**src/rtl/bit_shift_flag_pkg.sv**
```systemverilog
package bit_shift_flag_pkg;

	localparam int ADDR_W = 8;
	localparam logic [ADDR_W-1:0] OFF_CMD = 8'h00;
	localparam logic [ADDR_W-1:0] OFF_OPND = 8'h04;
	localparam logic [ADDR_W-1:0] OFF_IODATA = 8'h08;
	localparam logic [ADDR_W-1:0] OFF_STATUS_FLAGS = 8'h0C;
	localparam logic [ADDR_W-1:0] OFF_STAT = 8'h10;
	localparam logic [ADDR_W-1:0] OFF_MEMADDR = 8'h14;

	localparam int FLAG_C = 0;
	localparam int FLAG_Z = 1;
	localparam int FLAG_N = 2;
	localparam int FLAG_V = 3;
	localparam int FLAG_S = 4;
	localparam int FLAG_H = 5;
	localparam int FLAG_T = 6;
	localparam logic [7:0] MASK_V = 8'h08;
	localparam logic [7:0] MASK_S = 8'h10;
	localparam logic [7:0] MASK_H = 8'h20;
	localparam logic [7:0] MASK_T = 8'h40;

	localparam logic [7:0] BYTE_RESET = 8'h00;
	localparam logic [15:0] MEMADDR_RESET = 16'h0000;
	localparam logic [15:0] IO_LOW_FIRST = 16'h0020;
	localparam logic [15:0] IO_LOW_LAST = 16'h005F;

	localparam logic [3:0] CYC_ONE = 4'h1;
	localparam logic [3:0] CYC_IO_BIT = 4'h2;
	localparam logic [3:0] CYC_NVM_MIN = 4'h1;
	localparam logic [3:0] CYC_LOW_IO = 4'h1;
	localparam logic [3:0] CYC_NONE = 4'h0;

	typedef enum logic [4:0] {
		OP_NOP = 5'h00,
		OP_LSL = 5'h01,
		OP_LSR = 5'h02,
		OP_ROL = 5'h03,
		OP_ROR = 5'h04,
		OP_ASR = 5'h05,
		OP_SWAP = 5'h06,
		OP_IO_SET = 5'h07,
		OP_IO_CLR = 5'h08,
		OP_BIT_TO_FLAG = 5'h09,
		OP_FLAG_TO_BIT = 5'h0A,
		OP_STATUS_FLAGS_REGISTER_SET = 5'h0B,
		OP_STATUS_FLAGS_REGISTER_CLR = 5'h0C,
		OP_OV_SET = 5'h0D,
		OP_OV_CLR = 5'h0E,
		OP_HC_SET = 5'h0F,
		OP_HC_CLR = 5'h10,
		OP_SIGN_SET = 5'h11,
		OP_SIGN_CLR = 5'h12,
		OP_BREAK = 5'h13,
		OP_SLEEP = 5'h14,
		OP_WDT_RESTART = 5'h15,
		OP_MEM_ACC = 5'h16
	} op_t;

	typedef struct packed {
		logic [15:0] rsvdHi;
		logic nvm;
		logic [1:0] memBase;
		logic [1:0] rsvdMid;
		logic [2:0] bitSel;
		logic [2:0] rsvdLo;
		op_t op;
	} cmd_t;

	typedef struct packed {
		logic [19:0] rsvdHi;
		logic [3:0] lastCycles;
		logic [6:0] rsvdLo;
		logic busy;
	} stat_t;

	typedef struct packed {
		logic breakReq;
		logic sleepReq;
		logic wdtRestart;
	} core_evt_t;

endpackage

```
**src/rtl/bit_shift_flag_unit.sv**
```systemverilog
// Summary of operation
// - Rotate left through carry, flags, one cycle
// - Rotate right through carry, flags, one cycle
// - I/O bit set, flags kept, two cycles
// - I/O bit clear, flags kept, two cycles
// - Register bit copied into transfer flag
// - Transfer flag written into register bit
// - Overflow set/clear touches only overflow
// - Half-carry set/clear touches only half-carry
// - Signed flag set/clear touches only it
// - Break: one cycle, no flags, debug request
// - Sleep: one cycle, no flags, sleep request
// - Watchdog restart: one cycle, restart pulse
// - Listed memory counts hold for internal RAM
// - Controller memory access adds cycles, waits busy
// - Low 64-byte I/O access adds one cycle
module bit_shift_flag_unit (
	input wire logic sys_clk, // Core clock
	input wire logic reset, // Synchronous reset
	input wire logic hsel, // Slave select
	input wire logic [31:0] haddr, // Address
	input wire logic [1:0] htrans, // Transfer type
	input wire logic hwrite, // Write strobe
	input wire logic [2:0] hsize, // Transfer size
	input wire logic [31:0] hwdata, // Write data
	input wire logic hready, // Bus ready
	output logic [31:0] hrdata, // Read data
	output logic hreadyout, // Slave ready
	output logic hresp, // Always OKAY
	input wire logic nvmBusy, // Memory controller busy pin
	output bit_shift_flag_pkg::core_evt_t coreEvt, // Break/sleep/watchdog pulses
	output logic busy // Operation in progress
);
	import bit_shift_flag_pkg::*;

	typedef enum logic [1:0] {ST_IDLE, ST_EXEC, ST_NVM_WAIT} state_t;

	////////////////////////////////////////////////////////////////////////////
	// Bus slave

	logic dataPhQ, wrQ;
	logic [ADDR_W-1:0] addrQ;
	logic [7:0] opndQ, ioQ, sregQ;
	logic [15:0] memAddrQ;
	logic [3:0] cntQ, cycQ, lastCycQ;
	cmd_t cmdQ;
	state_t stQ;
	logic nvmMetaQ, nvmSyncQ;
	stat_t statWord;

	wire addrPhase = hsel && htrans[1] && hready;
	wire idle = (stQ == ST_IDLE);
	wire wrAny = dataPhQ && wrQ && idle;
	wire wrCmd = wrAny && (addrQ == OFF_CMD);
	wire wrOpnd = wrAny && (addrQ == OFF_OPND);
	wire wrIo = wrAny && (addrQ == OFF_IODATA);
	wire wrSreg = wrAny && (addrQ == OFF_STATUS_FLAGS);
	wire wrMem = wrAny && (addrQ == OFF_MEMADDR);

	assign statWord = '{rsvdHi: '0, lastCycles: lastCycQ, rsvdLo: '0, busy: busy};
	wire [31:0] rdMux = (addrQ == OFF_CMD) ? 32'(cmdQ) :
		(addrQ == OFF_OPND) ? {24'h000000, opndQ} :
		(addrQ == OFF_IODATA) ? {24'h000000, ioQ} :
		(addrQ == OFF_STATUS_FLAGS) ? {24'h000000, sregQ} :
		(addrQ == OFF_STAT) ? 32'(statWord) :
		(addrQ == OFF_MEMADDR) ? {16'h0000, memAddrQ} : 32'h00000000;

	// One wait state per transfer so read data leaves a flop
	always_ff @(posedge sys_clk) begin
		if (reset) begin
			dataPhQ <= 1'b0;
			wrQ <= 1'b0;
			addrQ <= '0;
			hreadyout <= 1'b1;
			hrdata <= 32'h00000000;
			hresp <= 1'b0;
		end else begin
			dataPhQ <= addrPhase;
			hreadyout <= !addrPhase;
			hresp <= 1'b0;
			if (addrPhase) begin
				wrQ <= hwrite;
				addrQ <= haddr[ADDR_W-1:0];
			end
			if (dataPhQ && !wrQ) begin
				hrdata <= rdMux;
			end
		end
	end

	////////////////////////////////////////////////////////////////////////////
	// Cycle budget of a new command

	cmd_t newCmd;
	assign newCmd = cmd_t'(hwdata);
	wire newMem = (newCmd.op == OP_MEM_ACC);
	wire newIoBit = (newCmd.op == OP_IO_SET) || (newCmd.op == OP_IO_CLR);
	wire lowIo = newMem && (memAddrQ >= IO_LOW_FIRST) && (memAddrQ <= IO_LOW_LAST);
	wire [3:0] memBase = (newCmd.memBase == 2'b00) ? CYC_ONE : {2'b00, newCmd.memBase};
	wire [3:0] baseCyc = newIoBit ? CYC_IO_BIT : (newMem ? memBase : CYC_ONE);
	wire [3:0] lowExtra = lowIo ? CYC_LOW_IO : CYC_NONE;
	wire [3:0] nvmExtra = (newMem && newCmd.nvm) ? CYC_NVM_MIN : CYC_NONE;
	wire [3:0] needCyc = baseCyc + lowExtra + nvmExtra;

	wire needWait = (cmdQ.op == OP_MEM_ACC) && cmdQ.nvm && nvmSyncQ;
	wire commit = ((stQ == ST_EXEC) && (cntQ == 4'h0) && !needWait) ||
		((stQ == ST_NVM_WAIT) && !nvmSyncQ);

	always_ff @(posedge sys_clk) begin
		if (reset) begin
			nvmMetaQ <= 1'b0;
			nvmSyncQ <= 1'b0;
		end else begin
			nvmMetaQ <= nvmBusy;
			nvmSyncQ <= nvmMetaQ;
		end
	end

	always_ff @(posedge sys_clk) begin
		if (reset) begin
			stQ <= ST_IDLE;
			cmdQ <= '0;
			cntQ <= 4'h0;
			cycQ <= 4'h0;
			lastCycQ <= 4'h0;
			busy <= 1'b0;
		end else begin
			case (stQ)
				ST_IDLE: begin
					if (wrCmd) begin
						cmdQ <= newCmd;
						cntQ <= needCyc - CYC_ONE;
						cycQ <= CYC_ONE;
						busy <= 1'b1;
						stQ <= ST_EXEC;
					end
				end
				ST_EXEC, ST_NVM_WAIT: begin
					if (commit) begin
						lastCycQ <= cycQ;
						busy <= 1'b0;
						stQ <= ST_IDLE;
					end else begin
						cycQ <= cycQ + CYC_ONE;
						if (cntQ != 4'h0) begin
							cntQ <= cntQ - CYC_ONE;
						end else begin
							stQ <= ST_NVM_WAIT;
						end
					end
				end
				default: stQ <= ST_IDLE;
			endcase
		end
	end

	////////////////////////////////////////////////////////////////////////////
	// Datapath

	logic [7:0] resD, ioD, sregD, shf;
	logic cOut, isShift, hUpd;

	always_comb begin
		resD = opndQ;
		ioD = ioQ;
		sregD = sregQ;
		shf = opndQ;
		cOut = sregQ[FLAG_C];
		isShift = 1'b0;
		hUpd = 1'b0;
		case (cmdQ.op)
			OP_LSL: begin
				shf = {opndQ[6:0], 1'b0};
				cOut = opndQ[7];
				isShift = 1'b1;
				hUpd = 1'b1;
			end
			OP_LSR: begin
				shf = {1'b0, opndQ[7:1]};
				cOut = opndQ[0];
				isShift = 1'b1;
			end
			OP_ROL: begin
				shf = {opndQ[6:0], sregQ[FLAG_C]};
				cOut = opndQ[7];
				isShift = 1'b1;
				hUpd = 1'b1;
			end
			OP_ROR: begin
				shf = {sregQ[FLAG_C], opndQ[7:1]};
				cOut = opndQ[0];
				isShift = 1'b1;
			end
			OP_ASR: begin
				shf = {opndQ[7], opndQ[7:1]};
				cOut = opndQ[0];
				isShift = 1'b1;
			end
			OP_SWAP: resD = {opndQ[3:0], opndQ[7:4]};
			OP_IO_SET: ioD[cmdQ.bitSel] = 1'b1;
			OP_IO_CLR: ioD[cmdQ.bitSel] = 1'b0;
			OP_BIT_TO_FLAG: sregD[FLAG_T] = opndQ[cmdQ.bitSel];
			OP_FLAG_TO_BIT: resD[cmdQ.bitSel] = sregQ[FLAG_T];
			OP_STATUS_FLAGS_REGISTER_SET: sregD[cmdQ.bitSel] = 1'b1;
			OP_STATUS_FLAGS_REGISTER_CLR: sregD[cmdQ.bitSel] = 1'b0;
			OP_OV_SET: sregD[FLAG_V] = 1'b1;
			OP_OV_CLR: sregD[FLAG_V] = 1'b0;
			OP_HC_SET: sregD[FLAG_H] = 1'b1;
			OP_HC_CLR: sregD[FLAG_H] = 1'b0;
			OP_SIGN_SET: sregD[FLAG_S] = 1'b1;
			OP_SIGN_CLR: sregD[FLAG_S] = 1'b0;
			default: ;
		endcase
		if (isShift) begin
			resD = shf;
			sregD[FLAG_C] = cOut;
			sregD[FLAG_N] = shf[7];
			sregD[FLAG_Z] = (shf == 8'h00);
			sregD[FLAG_V] = shf[7] ^ cOut;
			sregD[FLAG_S] = cOut;
			if (hUpd) begin
				sregD[FLAG_H] = opndQ[3];
			end
		end
	end

	always_ff @(posedge sys_clk) begin
		if (reset) begin
			opndQ <= BYTE_RESET;
			ioQ <= BYTE_RESET;
			sregQ <= BYTE_RESET;
			memAddrQ <= MEMADDR_RESET;
			coreEvt <= '0;
		end else begin
			if (commit) begin
				opndQ <= resD;
				ioQ <= ioD;
				sregQ <= sregD;
			end else begin
				if (wrOpnd) opndQ <= hwdata[7:0];
				if (wrIo) ioQ <= hwdata[7:0];
				if (wrSreg) sregQ <= hwdata[7:0];
			end
			if (wrMem) memAddrQ <= hwdata[15:0];
			coreEvt.breakReq <= commit && (cmdQ.op == OP_BREAK);
			coreEvt.sleepReq <= commit && (cmdQ.op == OP_SLEEP);
			coreEvt.wdtRestart <= commit && (cmdQ.op == OP_WDT_RESTART);
		end
	end

	////////////////////////////////////////////////////////////////////////////
	// Checks

	logic [7:0] prevOpndQ, prevSregQ;
	always_ff @(posedge sys_clk) begin
		prevOpndQ <= opndQ;
		prevSregQ <= sregQ;
	end
	wire [7:0] sregDiff = sregQ ^ prevSregQ;
	wire done = commit;
	op_t op;
	assign op = cmdQ.op;
endmodule
```
**config.mk**
```make
export PLATFORM = sky130hd
export DESIGN_NAME = bit_shift_flag_unit
export DESIGN_NICKNAME = d
export VERILOG_FILES = /design/src/rtl/bit_shift_flag_pkg.sv /design/src/rtl/bit_shift_flag_unit.sv
export SDC_FILE = /design/constraint.sdc
export NUM_CORES = 1
export LEC_CHECK = 0
export ABC_AREA = 1
export BUFFER_PORTS_ARGS = -buffer_cell sky130_fd_sc_hd__buf_2
export CORE_ASPECT_RATIO = 0.8
export CORE_UTILIZATION = 43
export CTS_BUF_LIST = sky130_fd_sc_hd__clkbuf_2
export CTS_CLUSTER_DIAMETER = 120
export DETAILED_ROUTE_END_ITERATION = 6
export GPL_ROUTABILITY_DRIVEN = 1
export PLACE_DENSITY = 0.68
export SYNTH_ARGS = -nofsm -noshare
export SYNTH_HDL_FRONTEND = slang
export SYNTH_SLANG_ARGS = --single-unit
```
**constraint.sdc**
```tcl
create_clock -name sys_clk -period 1.9 [get_ports sys_clk]
set_input_delay 0.095 -clock sys_clk [delete_from_list [all_inputs] [get_ports sys_clk]]
set_output_delay 0.095 -clock sys_clk [all_outputs]
set_load 0.05 [all_outputs]
```
---- After elaboration in Yosys (flattened, before gate mapping) ----
Cells that the tools add are included.
storage, ports and cells
  memory bits (read-only) ................. 0
  bits in writable memories ............... 0
  logic and storage cells ................. 196
  memories kept ........................... 0
  bits in latches ......................... 0
  flip-flop bits (word level) ............. 135
  output and inout port bits .............. 38
  input port bits ......................... 75
operators by class
  reductions and logical operators ........ 55
  shift operators ......................... 0
  add/sub/neg operators ................... 5
  magnitude comparators ................... 4
  div/mod/pow operators ................... 0
  equal/unequal tests ..................... 44
  bitwise gates (word level) .............. 6
  mux-type cells .......................... 51
  multipliers ............................. 0
operators with widths
  kind                                                                                  count
  16-bit 2-to-1 mux                                                                     5
  8-bit 2-to-1 mux                                                                      7
  5-bit by 4-bit == test with 1-bit output, second input constant                       9
  5-bit == test, second input constant                                                  8
  8-bit one-hot mux with 5 select lines                                                 1
  32-bit 2-to-1 mux                                                                     1
  8-bit one-hot mux with 2 select lines                                                 2
  5-bit by 3-bit == test with 1-bit output, second input constant                       5
  1-bit logical AND                                                                     22
  4-bit 2-to-1 mux                                                                      5
  2-bit AND reduction                                                                   10
  8-bit bitwise AND                                                                     2
  8-bit by 4-bit == test with 1-bit output, second input constant                       2
  8-bit by 5-bit == test with 1-bit output, second input constant                       2
  16-bit by 6-bit greater-or-equal comparator with 1-bit output, second input constant  1
  16-bit by 7-bit less-or-equal comparator with 1-bit output, second input constant     1
  8-bit logical NOT                                                                     2
  8-bit OR                                                                              2
  4-bit one-hot mux with 2 select lines                                                 2
  2-bit 2-to-1 mux                                                                      6
  4-bit by 1-bit inequality test with 1-bit output, second input constant               3
  6-bit by 1-bit inequality test with 1-bit output, second input constant               2
  1-bit one-hot mux with 4 select lines                                                 3
  5-bit by 2-bit == test with 1-bit output, second input constant                       2
  other kinds (36)                                                                      60

---- Logic depth before layout (Yosys ltp) ----
Gate-level depths: netlist (run 1).
  word-level depth ........................ 10
  depth in mapped cells ................... 14

---- Worst setup path before layout (run 1) ----
No wires, ideal clock.
  path type ............................... reg-to-reg
  start ................................... reg memAddrQ[5]
  end ..................................... reg cntQ[1]
  data arrival time ....................... 1.893 ns
  setup slack ............................. -0.109 ns
  period minus slack after synthesis ...... 2.009 ns
  cell stages (with the launch flop) ...... 12
  library setup time ...................... 0.116 ns
  path through ............................ dfxtp_1 -> o21ai_0 -> a211oi_1 -> nand4_1 -> ha_1 -> inv_1 -> ha_1 -> fa_1 -> nand2_1 -> o21ai_0 -> nor2_1 -> nor2_1
between the ends
  longest elaborated chain between the ends .. 9
  elaborated cells on any way between the ends .. 10
  classes of those cells .................. add/sub (3); order compare (2); mux (3); reduce/logical (2)
ends and longest elaborated chain
  element                                                        line                        source
  start: declaration                                             bit_shift_flag_unit.sv:44   logic [15:0] memAddrQ;
  start signal: assignment                                       bit_shift_flag_unit.sv:244  if (wrMem) memAddrQ <= hwdata[15:0];
  16-bit by 6-bit greater-or-equal comparator with 1-bit output  bit_shift_flag_unit.sv:98   wire lowIo = newMem && (memAddrQ >= IO_LOW_FIRST) && (memAddrQ <= IO_LOW_LAST);
  1-bit logical AND                                              bit_shift_flag_unit.sv:98
  1-bit logical AND (*)                                          bit_shift_flag_unit.sv:98
  1-bit 2-to-1 mux (*)                                           bit_shift_flag_unit.sv:101  wire [3:0] lowExtra = lowIo ? CYC_LOW_IO : CYC_NONE;
  2-bit by 1-bit adder with 3-bit output (*)                     bit_shift_flag_unit.sv:103  wire [3:0] needCyc = baseCyc + lowExtra + nvmExtra;
  3-bit by 1-bit adder with 4-bit output (*)                     bit_shift_flag_unit.sv:103
  4-bit by 1-bit subtractor with 4-bit output (*)                bit_shift_flag_unit.sv:132  cntQ <= needCyc - CYC_ONE;
  4-bit 2-to-1 mux (*)                                           bit_shift_flag_unit.sv:130  if (wrCmd) begin
  4-bit one-hot mux with 2 select lines (*)                      bit_shift_flag_unit.sv:128  case (stQ)
  end signal: assignment                                         bit_shift_flag_unit.sv:132
  end signal: assignment                                         bit_shift_flag_unit.sv:146  cntQ <= cntQ - CYC_ONE;
  end: declaration                                               bit_shift_flag_unit.sv:45   logic [3:0] cntQ, cycQ, lastCycQ;
Every way passes the cells marked *; elsewhere a longest branch is shown, timed or not. The select of a mux whose other input is x is not followed.
A chain may end at the register's enable or synchronous reset.

---- Worst setup path in the final report (run 1) ----
  start ................................... reg memAddrQ[7]
  end ..................................... reg cntQ[1]
Same word-level chain as after synthesis.

==> results of run 1 <==
## worst max path at each step
stage,start,to,slack (ps)
CTS,memAddrQ[9],cntQ[1],-170
floorplan,memAddrQ[7],cntQ[1],-70
finish,memAddrQ[7],cntQ[1],-170
detailed placement,hwdata[0],cntQ[1],-260
global route,memAddrQ[7],cntQ[1],-330
global placement,hwdata[0],cntQ[1],-210
## power groups by stage
stage                     Sequential, uW  Combinational (uW)  Clock (uW)
final                               3570                3520        1680
after CTS                           3550                3340        1710
after floorplan                     3580                2120           0
after global placement              3610                3210           0
after global routing                3610                3900        1840
after detailed placement            3600                3240           0
## registers in the layout, summed over array words and instances (netlist names), named ones only
signal and count:
addrQ 8, busy 1, cmdQ 27, cntQ 4, coreEvt 3, cycQ 4, dataPhQ 1, hrdata 32
hreadyout 1, lastCycQ 4, memAddrQ 16, nvmMetaQ 1, nvmSyncQ 1, op 5, opndQ 8, sregQ 4
stQ 2, wrQ 1
## area by class of cell
type	count	area, um^2	area share
flip-flops and latches	135	2715	0.2977
inverters	99	376.6	0.04129
repair buffers	219	1678	0.1840
clock buffers	17	85.08	0.009328
multi-input cells	785	3850	0.4221
repair inverters	2	12.51	0.001372
well taps	215	269.0	0.02949
diodes	1	2.502	0.0002743
clock inverters	15	132.6	0.01454
## timing repair
action	CTS	global route
pin swaps	3	6
cloned	1	2
hold buffers	52	0
endpoints found under the setup margin	19	74
resized for setup	6	40
setup buffers	2	9
endpoints found under the hold margin	131	0
## placed cells by master, fill, tap and decap left out, types with 3 or more instances in the layout
cell                              n
sky130_fd_sc_hd__a21oi_1        110
sky130_fd_sc_hd__a31oi_1          5
sky130_fd_sc_hd__buf_12           6
sky130_fd_sc_hd__buf_2           83
sky130_fd_sc_hd__buf_4           73
sky130_fd_sc_hd__buf_6            3
sky130_fd_sc_hd__clkbuf_2        17
sky130_fd_sc_hd__clkinvlp_4       5
sky130_fd_sc_hd__dfxtp_1        125
sky130_fd_sc_hd__dfxtp_2         10
sky130_fd_sc_hd__dlygate4sd3_1   52
sky130_fd_sc_hd__ha_1             9
sky130_fd_sc_hd__inv_1           86
sky130_fd_sc_hd__inv_2           11
sky130_fd_sc_hd__inv_6            8
sky130_fd_sc_hd__nand2_1        239
sky130_fd_sc_hd__nand2_2          6
sky130_fd_sc_hd__nand2_4          5
sky130_fd_sc_hd__nand3_1        102
sky130_fd_sc_hd__nand3_2          3
sky130_fd_sc_hd__nand3b_1         4
sky130_fd_sc_hd__nand4_1          5
sky130_fd_sc_hd__nor2_1         130
sky130_fd_sc_hd__nor2_2           6
sky130_fd_sc_hd__nor2_4           9
sky130_fd_sc_hd__nor3_1          16
sky130_fd_sc_hd__o211ai_1        10
sky130_fd_sc_hd__o21a_1           3
sky130_fd_sc_hd__o21ai_0         99
sky130_fd_sc_hd__o21ai_1          5
sky130_fd_sc_hd__o21ai_2          3
## per-layer routing
layer / global-route usage / part of all wire / vias up
li1: - / - / 3884
met1: 0.4176 / 0.48 / 3579
met2: 0.4212 / 0.41 / 407
met3: 0.05820 / 0.097 / 27
met4: 0.06241 / 0.012 / 0
met5: 0 / 0 / -
## metrics by stage
step / util / hold WS, ps
2_1_floorplan: - / 202.0
4_1_cts: 0.5607 / 4.875
5_1_grt: 0.5754 / 69.73
6_report: 0.5754 / 81.16
3_5_place_dp: 0.5112 / 320.0
3_3_place_gp: 0.5112 / 315.5
## cells by family (layout without fill, tap and decap cells)
kind of cell / count (synthesis) / in the layout / share of synthesized area
flops: 135 / 135 / 0.3845
fa+ha+maj: 12 / 12 / 0.02243
compound gates: 240 / 240 / 0.1791
other cells: 1 / 2 / 0.0005336
xor+xnor: 2 / 2 / 0.002493
buf+inv: 146 / 352 / 0.08670
simple gates: 530 / 530 / 0.3242
## critical path, cell delays in order (launching register included)
cell and delay, ps:
sky130_fd_sc_hd__dfxtp_2 370, sky130_fd_sc_hd__inv_2 60, sky130_fd_sc_hd__o21ai_2 50, sky130_fd_sc_hd__a211oi_2 160
sky130_fd_sc_hd__nand4_1 130, sky130_fd_sc_hd__ha_1 320, sky130_fd_sc_hd__inv_2 40, sky130_fd_sc_hd__ha_4 150
sky130_fd_sc_hd__fa_2 510, sky130_fd_sc_hd__nand2_1 50, sky130_fd_sc_hd__o21ai_1 70, sky130_fd_sc_hd__nor2_1 50
sky130_fd_sc_hd__nor2_1 70
==> metrics.md, run 1 <==
| Metric | Value |
|---|---|
| Result of the run | `finished with violations` |
| Violated checks | `setup timing` |
| Largest net degree at the start of global routing | `55` |
| Vias per std cell | `5.307` |
| Cell Rows | `41` |
| Main flop type after synthesis | `sky130_fd_sc_hd__dfxtp_1` |
| Headroom to the max-slew limit | `0.5933` |
| Start of the worst register-to-register path | `memAddrQ[7]` |
| Die Y-Extent | `116.3 um` |
| Reg-to-Reg End | `cntQ[1]` |
| Share of layout cells above drive strength 1 | `0.2091` |
| Vias after detailed routing | `7897` |
| Number of enable flip-flop cells after synthesis | `0` |
| Post-synthesis net count | `1153` |
| Kind of capture point of the worst setup path | `flop` |
| Top post-synthesis cells by area | `sky130_fd_sc_hd__dfxtp_1 38%, sky130_fd_sc_hd__nand2_1 13%, sky130_fd_sc_hd__a21oi_1 7.8%` |
| Total net switching power | `3851 uW` |
| Final setup violating endpoints | `2` |
| Area of the die | `0.01686 mm^2` |
| Proportion of power drawn by flip-flops and latches | `0.407` |
| Most instantiated library cell after synthesis | `sky130_fd_sc_hd__nand2_1` |
| Class of the most critical setup path | `reg2reg` |
| Fraction of power consumed by combinational cells | `0.401` |
| Total length of routed wires | `23700 um` |
| Unrepaired setup endpoints after global routing | `yes` |
| Total negative slack for setup checks | `-275.8 ps` |
| Pwr per Cell Area | `962.2 mW/mm^2` |
| Detailed-routing iteration count for the pre-antenna-repair pass | `6` |
| Routability Congestion | `0.9912` |
| Worst hold path type | `in2reg` |
| DR iter-0 viols | `1021` |
| Average cell area after synthesis | `6.593 um^2` |
| Crit path arrival time | `2730 ps` |
| Share of synthesized flip-flops with an asynchronous set or reset | `0` |
| Boundary Pins | `113` |
| Worst slack, placed | `-256.8 ps` |
| Post-layout instance area | `0.009121 mm^2` |
| Syn-to-layout area delta | `29.78%` |
| Root Buffer | `sky130_fd_sc_hd__clkbuf_2` |
| Period minus WS final | `2074 ps` |
| Switching share of power | `0.4388` |
| Static leakage power | `0.004047 uW` |
| Nets@finish | `1346` |
| Maximum number of buffers from clock root to sink | `2` |
| Clock power frac | `0.192` |
| Global-route wire length before repair | `37570 um` |
| Post-Synthesis Cells | `1066` |
| Share of the synthesized area in the top cell type | `0.3845` |
| Worst setup margin | `-173.6 ps` |
| Proportion of synthesized chip area in sequential cells | `0.3845` |
| Number of filler instances in the final layout | `1483` |
| Cell area after placement | `0.008103 mm^2` |
| Remaining number of nets flagged by the antenna check after routing | `0` |
| Number of warnings printed during yosys synthesis | `0` |
| Max Clock Skew | `35.77 ps` |
| All-layer global routing usage | `0.2830` |
| Peak supply drop | `839.5 uV` |
| Post-synthesis instance area | `0.007028 mm^2` |
| Number of register bits inferred by synthesis | `135` |
| Distinct cell type count after synthesis | `38` |
| Clock network latency to the later pin of the worst-skew pair | `730 ps` |
| Cts bufs inserted | `17` |
| Maximum fanout encountered on the critical timing path | `2` |
| Total power | `8777 uW` |
| Initial antenna violation count | `1` |
| Vias in the first global route | `6994` |
| Final Hold Fails | `0` |
| Share of the clock period used by the worst path | `1.091` |
| Most numerous cell types in the synthesized netlist | `243 x sky130_fd_sc_hd__nand2_1, 136 x sky130_fd_sc_hd__nor2_1, 135 x sky130_fd_sc_hd__dfxtp_1, 110 x sky130_fd_sc_hd__a21oi_1, 104 x sky130_fd_sc_hd__nand3_1` |
| Hold Crit Start | `hready` |
| Cell Count Post-Placement | `1389` |
| Data required time of the critical path | `2560 ps` |
| Fmax | `482.2 MHz` |
| Transition time of the tightest slew-check pin | `608.4 ps` |
| Routed length per instance | `15.92 um` |
| WHS Path Cells | `3` |
| Chip width | `144.9 um` |
| Post-synthesis cell type with the largest combined area | `sky130_fd_sc_hd__dfxtp_1` |
| Launching element type of the critical path | `flop` |
| Core region area | `0.01585 mm^2` |
| Number of cells in the finished layout apart from fillers | `1488` |
| Pins Over Slew Limit | `0` |
| Clock Sink Count | `135` |
| Final HPWL DP | `16610 um` |
| Worst reg-to-reg path cell count | `12` |
| Quantity of I/O buffers inserted on ports | `83` |
| DRC violations left | `0` |
| Remaining Overflow, GRT | `0` |
| Internal cell power | `4925 uW` |
| Clock tree from TritonCTS | `built` |
| Capture endpoint of the worst hold path | `wrQ` |
| Clk pin slew, worst setup/hold paths | `260 ps` |
| Worst reg-to-reg setup slack | `-170 ps` |
| Starting density of the core | `0.4434` |
| Max-capacitance violation count | `0` |
| Number of H-tree levels | `4` |
(Power assumes the default switching activity.)
==> run 2: changes to the inputs <==
--- a/config.mk
+++ b/config.mk
@@ -14,6 +14,7 @@
 export DETAILED_ROUTE_END_ITERATION = 6
 export GPL_ROUTABILITY_DRIVEN = 1
 export PLACE_DENSITY = 0.68
+export REMOVE_ABC_BUFFERS = 1
 export SYNTH_ARGS = -nofsm -noshare
 export SYNTH_HDL_FRONTEND = slang
 export SYNTH_SLANG_ARGS = --single-unit
==> run 2 against run 1 <==
Against the previous run:
- register-to-register slack got worse by 50 ps
- sequential share of layout area shrank 0.31 points
- final cell count rose by 0.47%
- critical path type unchanged
- via count shrank 0.48%
- routed wire length is 1.6% lower
- largest power group is now combinational cells
- the flow still finishes with violations (setup timing)
- combinational power is 4% higher
- global-route usage barely moved
- critical path depth is 2 lower
- worst hold slack hardly changed
- non-clock buffer count is 8 higher
==> metrics.md, run 2 (same netlist as run 1, synthesis figures left out) <==
| Metric | Value |
|---|---|
| Share of layout cells above drive strength 1 | `0.2189 (+0.009802)` |
| Crit path arrival time | `2800 ps (+70 ps)` |
| All-layer global routing usage | `0.2827 (about the same)` |
| Core region area | `0.01585 mm^2 (unchanged)` |
| Unrepaired setup endpoints after global routing | `yes` |
| Quantity of I/O buffers inserted on ports | `83 (unchanged)` |
| Final HPWL DP | `16530 um (-0.48%)` |
| Worst reg-to-reg setup slack | `-220 ps (-50 ps)` |
| Maximum number of buffers from clock root to sink | `2 (unchanged)` |
| Clock Sink Count | `135 (unchanged)` |
| Clk pin slew, worst setup/hold paths | `220 ps (-40 ps)` |
| Largest net degree at the start of global routing | `47 (-15%)` |
| Series of cell instances along the critical path | `nor4_4, nand4_1, ha_1, inv_2, ha_4, fa_2, nand2_1, o21ai_1, nor2_1, nor2_1` |
| Class of the most critical setup path | `reg2reg` |
| Area of the multi-input gates | `0.003892 mm^2 (+1.1%)` |
| Result of the run | `finished with violations` |
| Vias after detailed routing | `7859 (-0.48%)` |
| Total length of routed wires | `23320 um (-1.6%)` |
| Utilization of the core after routing | `0.5821 (+0.006631)` |
| Number of H-tree levels | `4 (unchanged)` |
| Detailed-routing iteration count for the pre-antenna-repair pass | `7 (+1)` |
| Register name with the most flops | `hrdata` |
| Fmax | `471.0 MHz (-2.3%)` |
| Routability Congestion | `0.9370 (-5.5%)` |
| Final Hold Fails | `0 (unchanged)` |
| Initial antenna violation count | `0 (-1)` |
| Data required time of the critical path | `2580 ps (+20 ps)` |
| Worst path slowest cell | `sky130_fd_sc_hd__fa_2` |
| Root Buffer | `sky130_fd_sc_hd__clkbuf_2` |
| Reg-to-Reg End | `cntQ[1]` |
| Die Y-Extent | `116.3 um (unchanged)` |
| Worst slack, placed | `-359.1 ps (-102.2 ps)` |
| Largest stage delay, worst path | `520 ps (about the same)` |
| Remaining number of nets flagged by the antenna check after routing | `0 (unchanged)` |
| Period minus WS final | `2123 ps (+49.30 ps)` |
| Vias per std cell | `5.257 (-0.95%)` |
| Boundary Pins | `113 (unchanged)` |
| Hold Crit Start | `hsel` |
| Max-capacitance violation count | `0 (unchanged)` |
| Capture endpoint of the worst hold path | `addrQ[7]` |
| Syn-to-layout area delta | `31.28%` |
| Clock tree from TritonCTS | `built` |
| Transition time of the tightest slew-check pin | `545.0 ps (-63.37 ps)` |
| Start of the worst register-to-register path | `memAddrQ[12]` |
| Violated checks | `setup timing` |
| Chip width | `144.9 um (unchanged)` |
| Area of the die | `0.01686 mm^2 (unchanged)` |
| Maximum fanout encountered on the critical timing path | `2 (unchanged)` |
| Most numerous cell on the critical path | `sky130_fd_sc_hd__nor2_1` |
| Most common library cell in the layout ignoring fill and taps | `sky130_fd_sc_hd__nand2_1` |
| Cts bufs inserted | `17 (unchanged)` |
| Worst setup margin | `-222.9 ps (-49.30 ps)` |
| Total negative slack for setup checks | `-408.5 ps (-132.7 ps)` |
| Post-layout instance area | `0.009226 mm^2 (+1.2%)` |
| Register area | `0.002718 mm^2 (about the same)` |
| Cell area after placement | `0.008239 mm^2 (+1.7%)` |
| Routed length per instance | `15.60 um (-2.0%)` |
| Clock network latency to the later pin of the worst-skew pair | `730 ps (about the same)` |
| Worst hold path type | `in2reg` |
| Max Clock Skew | `54.48 ps (+18.71 ps)` |
| Vias in the first global route | `7137 (+2.0%)` |
| Number of filler instances in the final layout | `1513 (+2.0%)` |
| Max FFs per register | `32 (unchanged)` |
| Top flop regs | `hrdata (32), cmdQ (27), memAddrQ (16)` |
| Pwr per Cell Area | `966.1 mW/mm^2 (+0.41%)` |
| Share of the clock period used by the worst path | `1.117 (+0.02595)` |
| WHS Path Cells | `3 (unchanged)` |
| DR iter-0 viols | `704 (-31%)` |
| Pins Over Slew Limit | `0 (unchanged)` |
| Nets@finish | `1354 (+0.59%)` |
| Global-route wire length before repair | `37000 um (-1.5%)` |
| Worst reg-to-reg path cell count | `10 (-2)` |
| Headroom to the max-slew limit | `0.6356 (+0.04236)` |
| Starting density of the core | `0.4434 (unchanged)` |
| Remaining Overflow, GRT | `0 (unchanged)` |
| Total power | `8914 uW (+1.6%)` |
| Launching element type of the critical path | `flop` |
| Kind of capture point of the worst setup path | `flop` |
| Static leakage power | `0.004108 uW (+1.5%)` |
| DRC violations left | `0 (unchanged)` |
| Final setup violating endpoints | `2 (unchanged)` |
| Cell Rows | `41 (unchanged)` |
| Top library cells by usage in the layout, fill and taps aside | `242 x sky130_fd_sc_hd__nand2_1, 128 x sky130_fd_sc_hd__nor2_1, 125 x sky130_fd_sc_hd__dfxtp_1` |
| Peak supply drop | `1054 uV (+26%)` |
[run 2: where the power goes]
part           switching [uW]  internal, uW  total (uW)
logic                    2290          1370        3660
clock network            1190           501        1690
registers                 353          3210        3560
total                    3840          5080        8910
[run 2: how the worst max path moves through the flow]
stage,start,end,slack [ps],cells after the start
2_1_floorplan,addrQ[1],memAddrQ[15],-690,8
3_3_place_gp,hwdata[0],cntQ[2],-330,16
3_5_place_dp,hwdata[0],cntQ[1],-360,14
4_1_cts,memAddrQ[10],cntQ[1],-230,10
5_1_grt,memAddrQ[7],cntQ[1],-370,12
6_report,memAddrQ[12],cntQ[1],-220,10
[run 2: repair_timing]
action                                  CTS  global route
gates cloned                              2             0
setup buffers                             0             4
hold buffers                             52             0
gates resized for setup                  14            48
endpoints found under the setup margin   33            64
pin swaps                                 8            15
endpoints found under the hold margin   133             0
[run 2: metrics by stage]
stage,cells,hold WS (ps)
global route,1494,68.20
detailed placement,1405,307.1
CTS,1490,26.65
floorplan,1019,164.1
finish,1495,81.24
global placement,1405,294.3
[run 2: layout make-up]
class                           instances  area share
Tap cell                              215     0.02916
Multi-Input combinational cell        785      0.4219
Antenna cell                            1   0.0002712
Clock buffer                           17    0.009222
Timing Repair Buffer                  227      0.1871
Inverter                               99     0.04109
Clock inverter                         14     0.01505
Sequential cell                       135      0.2945
Timing Repair inverter                  2    0.001627
[run 2: layer usage]
layer | GRT usage | vias up | wire length, um
met5 | 0 | - | 0
met4 | 0.05461 | 0 | 247
met3 | 0.06953 | 28 | 2277
met2 | 0.4429 | 345 | 9932
met1 | 0.3958 | 3584 | 10860
li1 | - | 3902 | -
[run 2: worst max-delay path, delay by kind of cell (launching register included)]
kind,cells,cell delay [ps]
AO/OA/AOI/OAI,1,70
adder cells (fa/ha/maj),3,1000
buffers and inverters,1,50
flip-flops,1,380
AND/OR/NAND/NOR,5,600
==> run 3: changes to the inputs <==
--- a/config.mk
+++ b/config.mk
@@ -15,6 +15,8 @@
 export GPL_ROUTABILITY_DRIVEN = 1
 export PLACE_DENSITY = 0.68
 export REMOVE_ABC_BUFFERS = 1
+export SETUP_SLACK_MARGIN = 0.3
 export SYNTH_ARGS = -nofsm -noshare
 export SYNTH_HDL_FRONTEND = slang
 export SYNTH_SLANG_ARGS = --single-unit
+export TNS_END_PERCENT = 5
==> constraint.sdc (replaced) <==
create_clock -name sys_clk -period 1.9 [get_ports sys_clk]
set_input_delay 0 -clock sys_clk [delete_from_list [all_inputs] [get_ports sys_clk]]
set_output_delay 0 -clock sys_clk [all_outputs]
set_load 0.05 [all_outputs]
==> run 3 against run 2 <==
Against the previous run:
- the run ends with DRC, setup timing left
- count of clock-buffer cells in the layout unchanged
- non-clock buffer count increased by 24
- final cell count increased by 1.6%
- register-to-register slack about the same
- worst setup slack got worse by 8.6 ps
- power increased by 7.8%
- routed wire length increased by 6.5%
- via count increased by 2.2%
- sequential cell count unchanged
==> metrics.md, run 3 (same netlist as run 1, synthesis figures left out) <==
| Metric | Value |
|---|---|
| Period minus WS final | `2132 ps (+8.588 ps)` |
| Area of the multi-input gates | `0.004120 mm^2 (+5.9%)` |
| Transition time of the tightest slew-check pin | `589.9 ps (+44.85 ps)` |
| Cts bufs inserted | `17 (unchanged)` |
| Antenna cells | `0 (-1)` |
| Top flop regs | `hrdata (32), cmdQ (27), memAddrQ (16)` |
| Launching element type of the critical path | `flop` |
| Largest net degree at the start of global routing | `63 (+34%)` |
| Most common library cell in the layout ignoring fill and taps | `sky130_fd_sc_hd__nand2_1` |
| Boundary Pins | `113 (unchanged)` |
| Pins Over Slew Limit | `0 (unchanged)` |
| Pwr per Cell Area | `978.6 mW/mm^2 (+1.3%)` |
| Utilization of the core after routing | `0.6195 (+0.03749)` |
| Total length of routed wires | `24830 um (+6.5%)` |
| Clock Sink Count | `135 (unchanged)` |
| Max FFs per register | `32 (unchanged)` |
| Starting density of the core | `0.4434 (unchanged)` |
| Unrepaired setup endpoints after global routing | `yes` |
| Crit path arrival time | `2830 ps (+30 ps)` |
| Vias after detailed routing | `8031 (+2.2%)` |
| Share of layout cells above drive strength 1 | `0.2623 (+0.04335)` |
| Number of H-tree levels | `4 (unchanged)` |
| Cell Rows | `41 (unchanged)` |
| Clk pin slew, worst setup/hold paths | `230 ps (about the same)` |
| Headroom to the max-slew limit | `0.6057 (-0.02999)` |
| Max Clock Skew | `47.20 ps (-7.280 ps)` |
| Chip width | `144.9 um (unchanged)` |
| Clock tree from TritonCTS | `built` |
| Core region area | `0.01585 mm^2 (unchanged)` |
| Quantity of I/O buffers inserted on ports | `83 (unchanged)` |
| Final HPWL DP | `16130 um (-2.4%)` |
| Largest stage delay, worst path | `520 ps (about the same)` |
| Worst setup margin | `-231.5 ps (-8.588 ps)` |
| Max-capacitance violation count | `0 (unchanged)` |
| Clock network latency to the later pin of the worst-skew pair | `770 ps (+40 ps)` |
| Result of the run | `finished with violations` |
| Kind of capture point of the worst setup path | `flop` |
| Series of cell instances along the critical path | `inv_2, o21ai_2, a211oi_2, nand4_1, ha_1, inv_2, ha_4, fa_2, nand2_1, o21ai_1, nor2_1, nor2_1` |
| Area of the die | `0.01686 mm^2 (unchanged)` |
| Worst path slowest cell | `sky130_fd_sc_hd__fa_2` |
| DRC violations left | `2 (+2)` |
| Remaining number of nets flagged by the antenna check after routing | `0 (unchanged)` |
| Fmax | `469.2 MHz (-0.40%)` |
| Initial antenna violation count | `0 (unchanged)` |
| Vias per std cell | `5.287 (+0.57%)` |
| Routability Congestion | `0.9471 (+1.1%)` |
| Register area | `0.002724 mm^2 (+0.23%)` |
| Worst hold path type | `in2reg` |
| Maximum fanout encountered on the critical timing path | `2 (unchanged)` |
| Global-route wire length before repair | `39410 um (+6.5%)` |
| Number of filler instances in the final layout | `1419 (-6.2%)` |
| Violated checks | `DRC, setup timing` |
| Nets@finish | `1378 (+1.8%)` |
| Vias in the first global route | `7433 (+4.1%)` |
| Register name with the most flops | `hrdata` |
| Top library cells by usage in the layout, fill and taps aside | `225 x sky130_fd_sc_hd__nand2_1, 120 x sky130_fd_sc_hd__dfxtp_1, 114 x sky130_fd_sc_hd__nor2_1` |
| Final-layout worst hold slack | `27.07 ps (-54.17 ps)` |
| Routed length per instance | `16.34 um (+4.8%)` |
| Final Hold Fails | `0 (unchanged)` |
| Data required time of the critical path | `2600 ps (+20 ps)` |
| Final setup violating endpoints | `2 (unchanged)` |
| Peak supply drop | `943.0 uV (-11%)` |
| Maximum number of buffers from clock root to sink | `2 (unchanged)` |
| Worst slack, placed | `-303.1 ps (+55.93 ps)` |
| All-layer global routing usage | `0.3015 (+0.01882)` |
| Detailed-routing iteration count for the pre-antenna-repair pass | `7 (unchanged)` |
| DR iter-0 viols | `675 (-4.1%)` |
| Syn-to-layout area delta | `39.74%` |
| Post-layout instance area | `0.009821 mm^2 (+6.4%)` |
| Remaining Overflow, GRT | `0 (unchanged)` |
| Class of the most critical setup path | `reg2reg` |
| Die Y-Extent | `116.3 um (unchanged)` |
| Root Buffer | `sky130_fd_sc_hd__clkbuf_2` |
| Cell area after placement | `0.008184 mm^2 (-0.67%)` |
| Static leakage power | `0.004308 uW (+4.9%)` |
| Share of the clock period used by the worst path | `1.122 (+0.004520)` |
==> run 3: cell count changes in the layout (fill, tap and decap cells not counted), moves of 7 or more <==
cell	before	now
sky130_fd_sc_hd__nand2_2	4	17
sky130_fd_sc_hd__dlygate4sd3_1	52	70
sky130_fd_sc_hd__nand2_1	242	225
sky130_fd_sc_hd__buf_4	84	76
sky130_fd_sc_hd__nor2_2	9	19
sky130_fd_sc_hd__nand3_1	100	93
sky130_fd_sc_hd__nor2_1	128	114
sky130_fd_sc_hd__buf_6	0	9
==> run 3: timing repair <==
item | CTS | global route
resized for setup | 85 | 72
setup buffers | 8 | 2
setup endpoints to repair | 97 | 109
pin swaps | 49 | 60
gates cloned | 2 | 0
hold buffers | 74 | 0
hold endpoints to repair | 123 | 0
==> run 3: final timing paths <==
path	startpoint	end	slack (ps)	cells past startpoint
worst max-delay path	memAddrQ[7]	cntQ[1]	-230	12
worst min register to register	nvmMetaQ	nvmSyncQ	430	2
worst max register to register	memAddrQ[7]	cntQ[1]	-230	12
worst min-delay path	hwdata[18]	cmdQ[18]	30	4
==> run 3: report_power, final <==
part	total, uW	internal [uW]	switching [uW]
Sequential	3610	3220	393
Combinational	4120	1610	2510
Clock	1880	557	1320
Total	9610	5380	4230
==> run 3: metrics by stage <==
| stage | power, uW | setup TNS (ps) | instances |
|---|---|---|---|
| 6_report | 9610 | -370.3 | 1519 |
| 5_1_grt | 10130 | -1229 | 1519 |
| 4_1_cts | 9318 | -377.5 | 1517 |
| 3_5_place_dp | 6893 | -837.7 | 1401 |
| 3_3_place_gp | 6885 | -496.9 | 1401 |
| 2_1_floorplan | 5577 | -15800 | 1019 |
==> run 3: critical path, delay by kind of cell, from the launching register on <==
kind                       cells  cell delay (ps)
AOI/OAI and AO/OA              3              320
adders and majority gates      3              980
buffers and inverters          2              100
DFF                            1              380
and+or+nand+nor                4              300
==> run 3: layout make-up <==
| cell class | count | area share |
|---|---|---|
| tap | 215 | 0.02739 |
| sequential | 135 | 0.2774 |
| timing repair inverter | 1 | 0.0006370 |
| timing repair buffer | 251 | 0.2070 |
| multi-input combinational | 786 | 0.4195 |
| clock buffer | 17 | 0.008664 |
| inverter | 99 | 0.04077 |
| clock inverter | 15 | 0.01860 |
==> run 3: metal layers <==
metal	global-route usage	vias up	routed length, um
met3	0.07539	33	2127
met1	0.4126	3720	11400
li1	-	3944	-
met4	0.07730	0	368
met5	0	-	0
met2	0.4756	334	10930
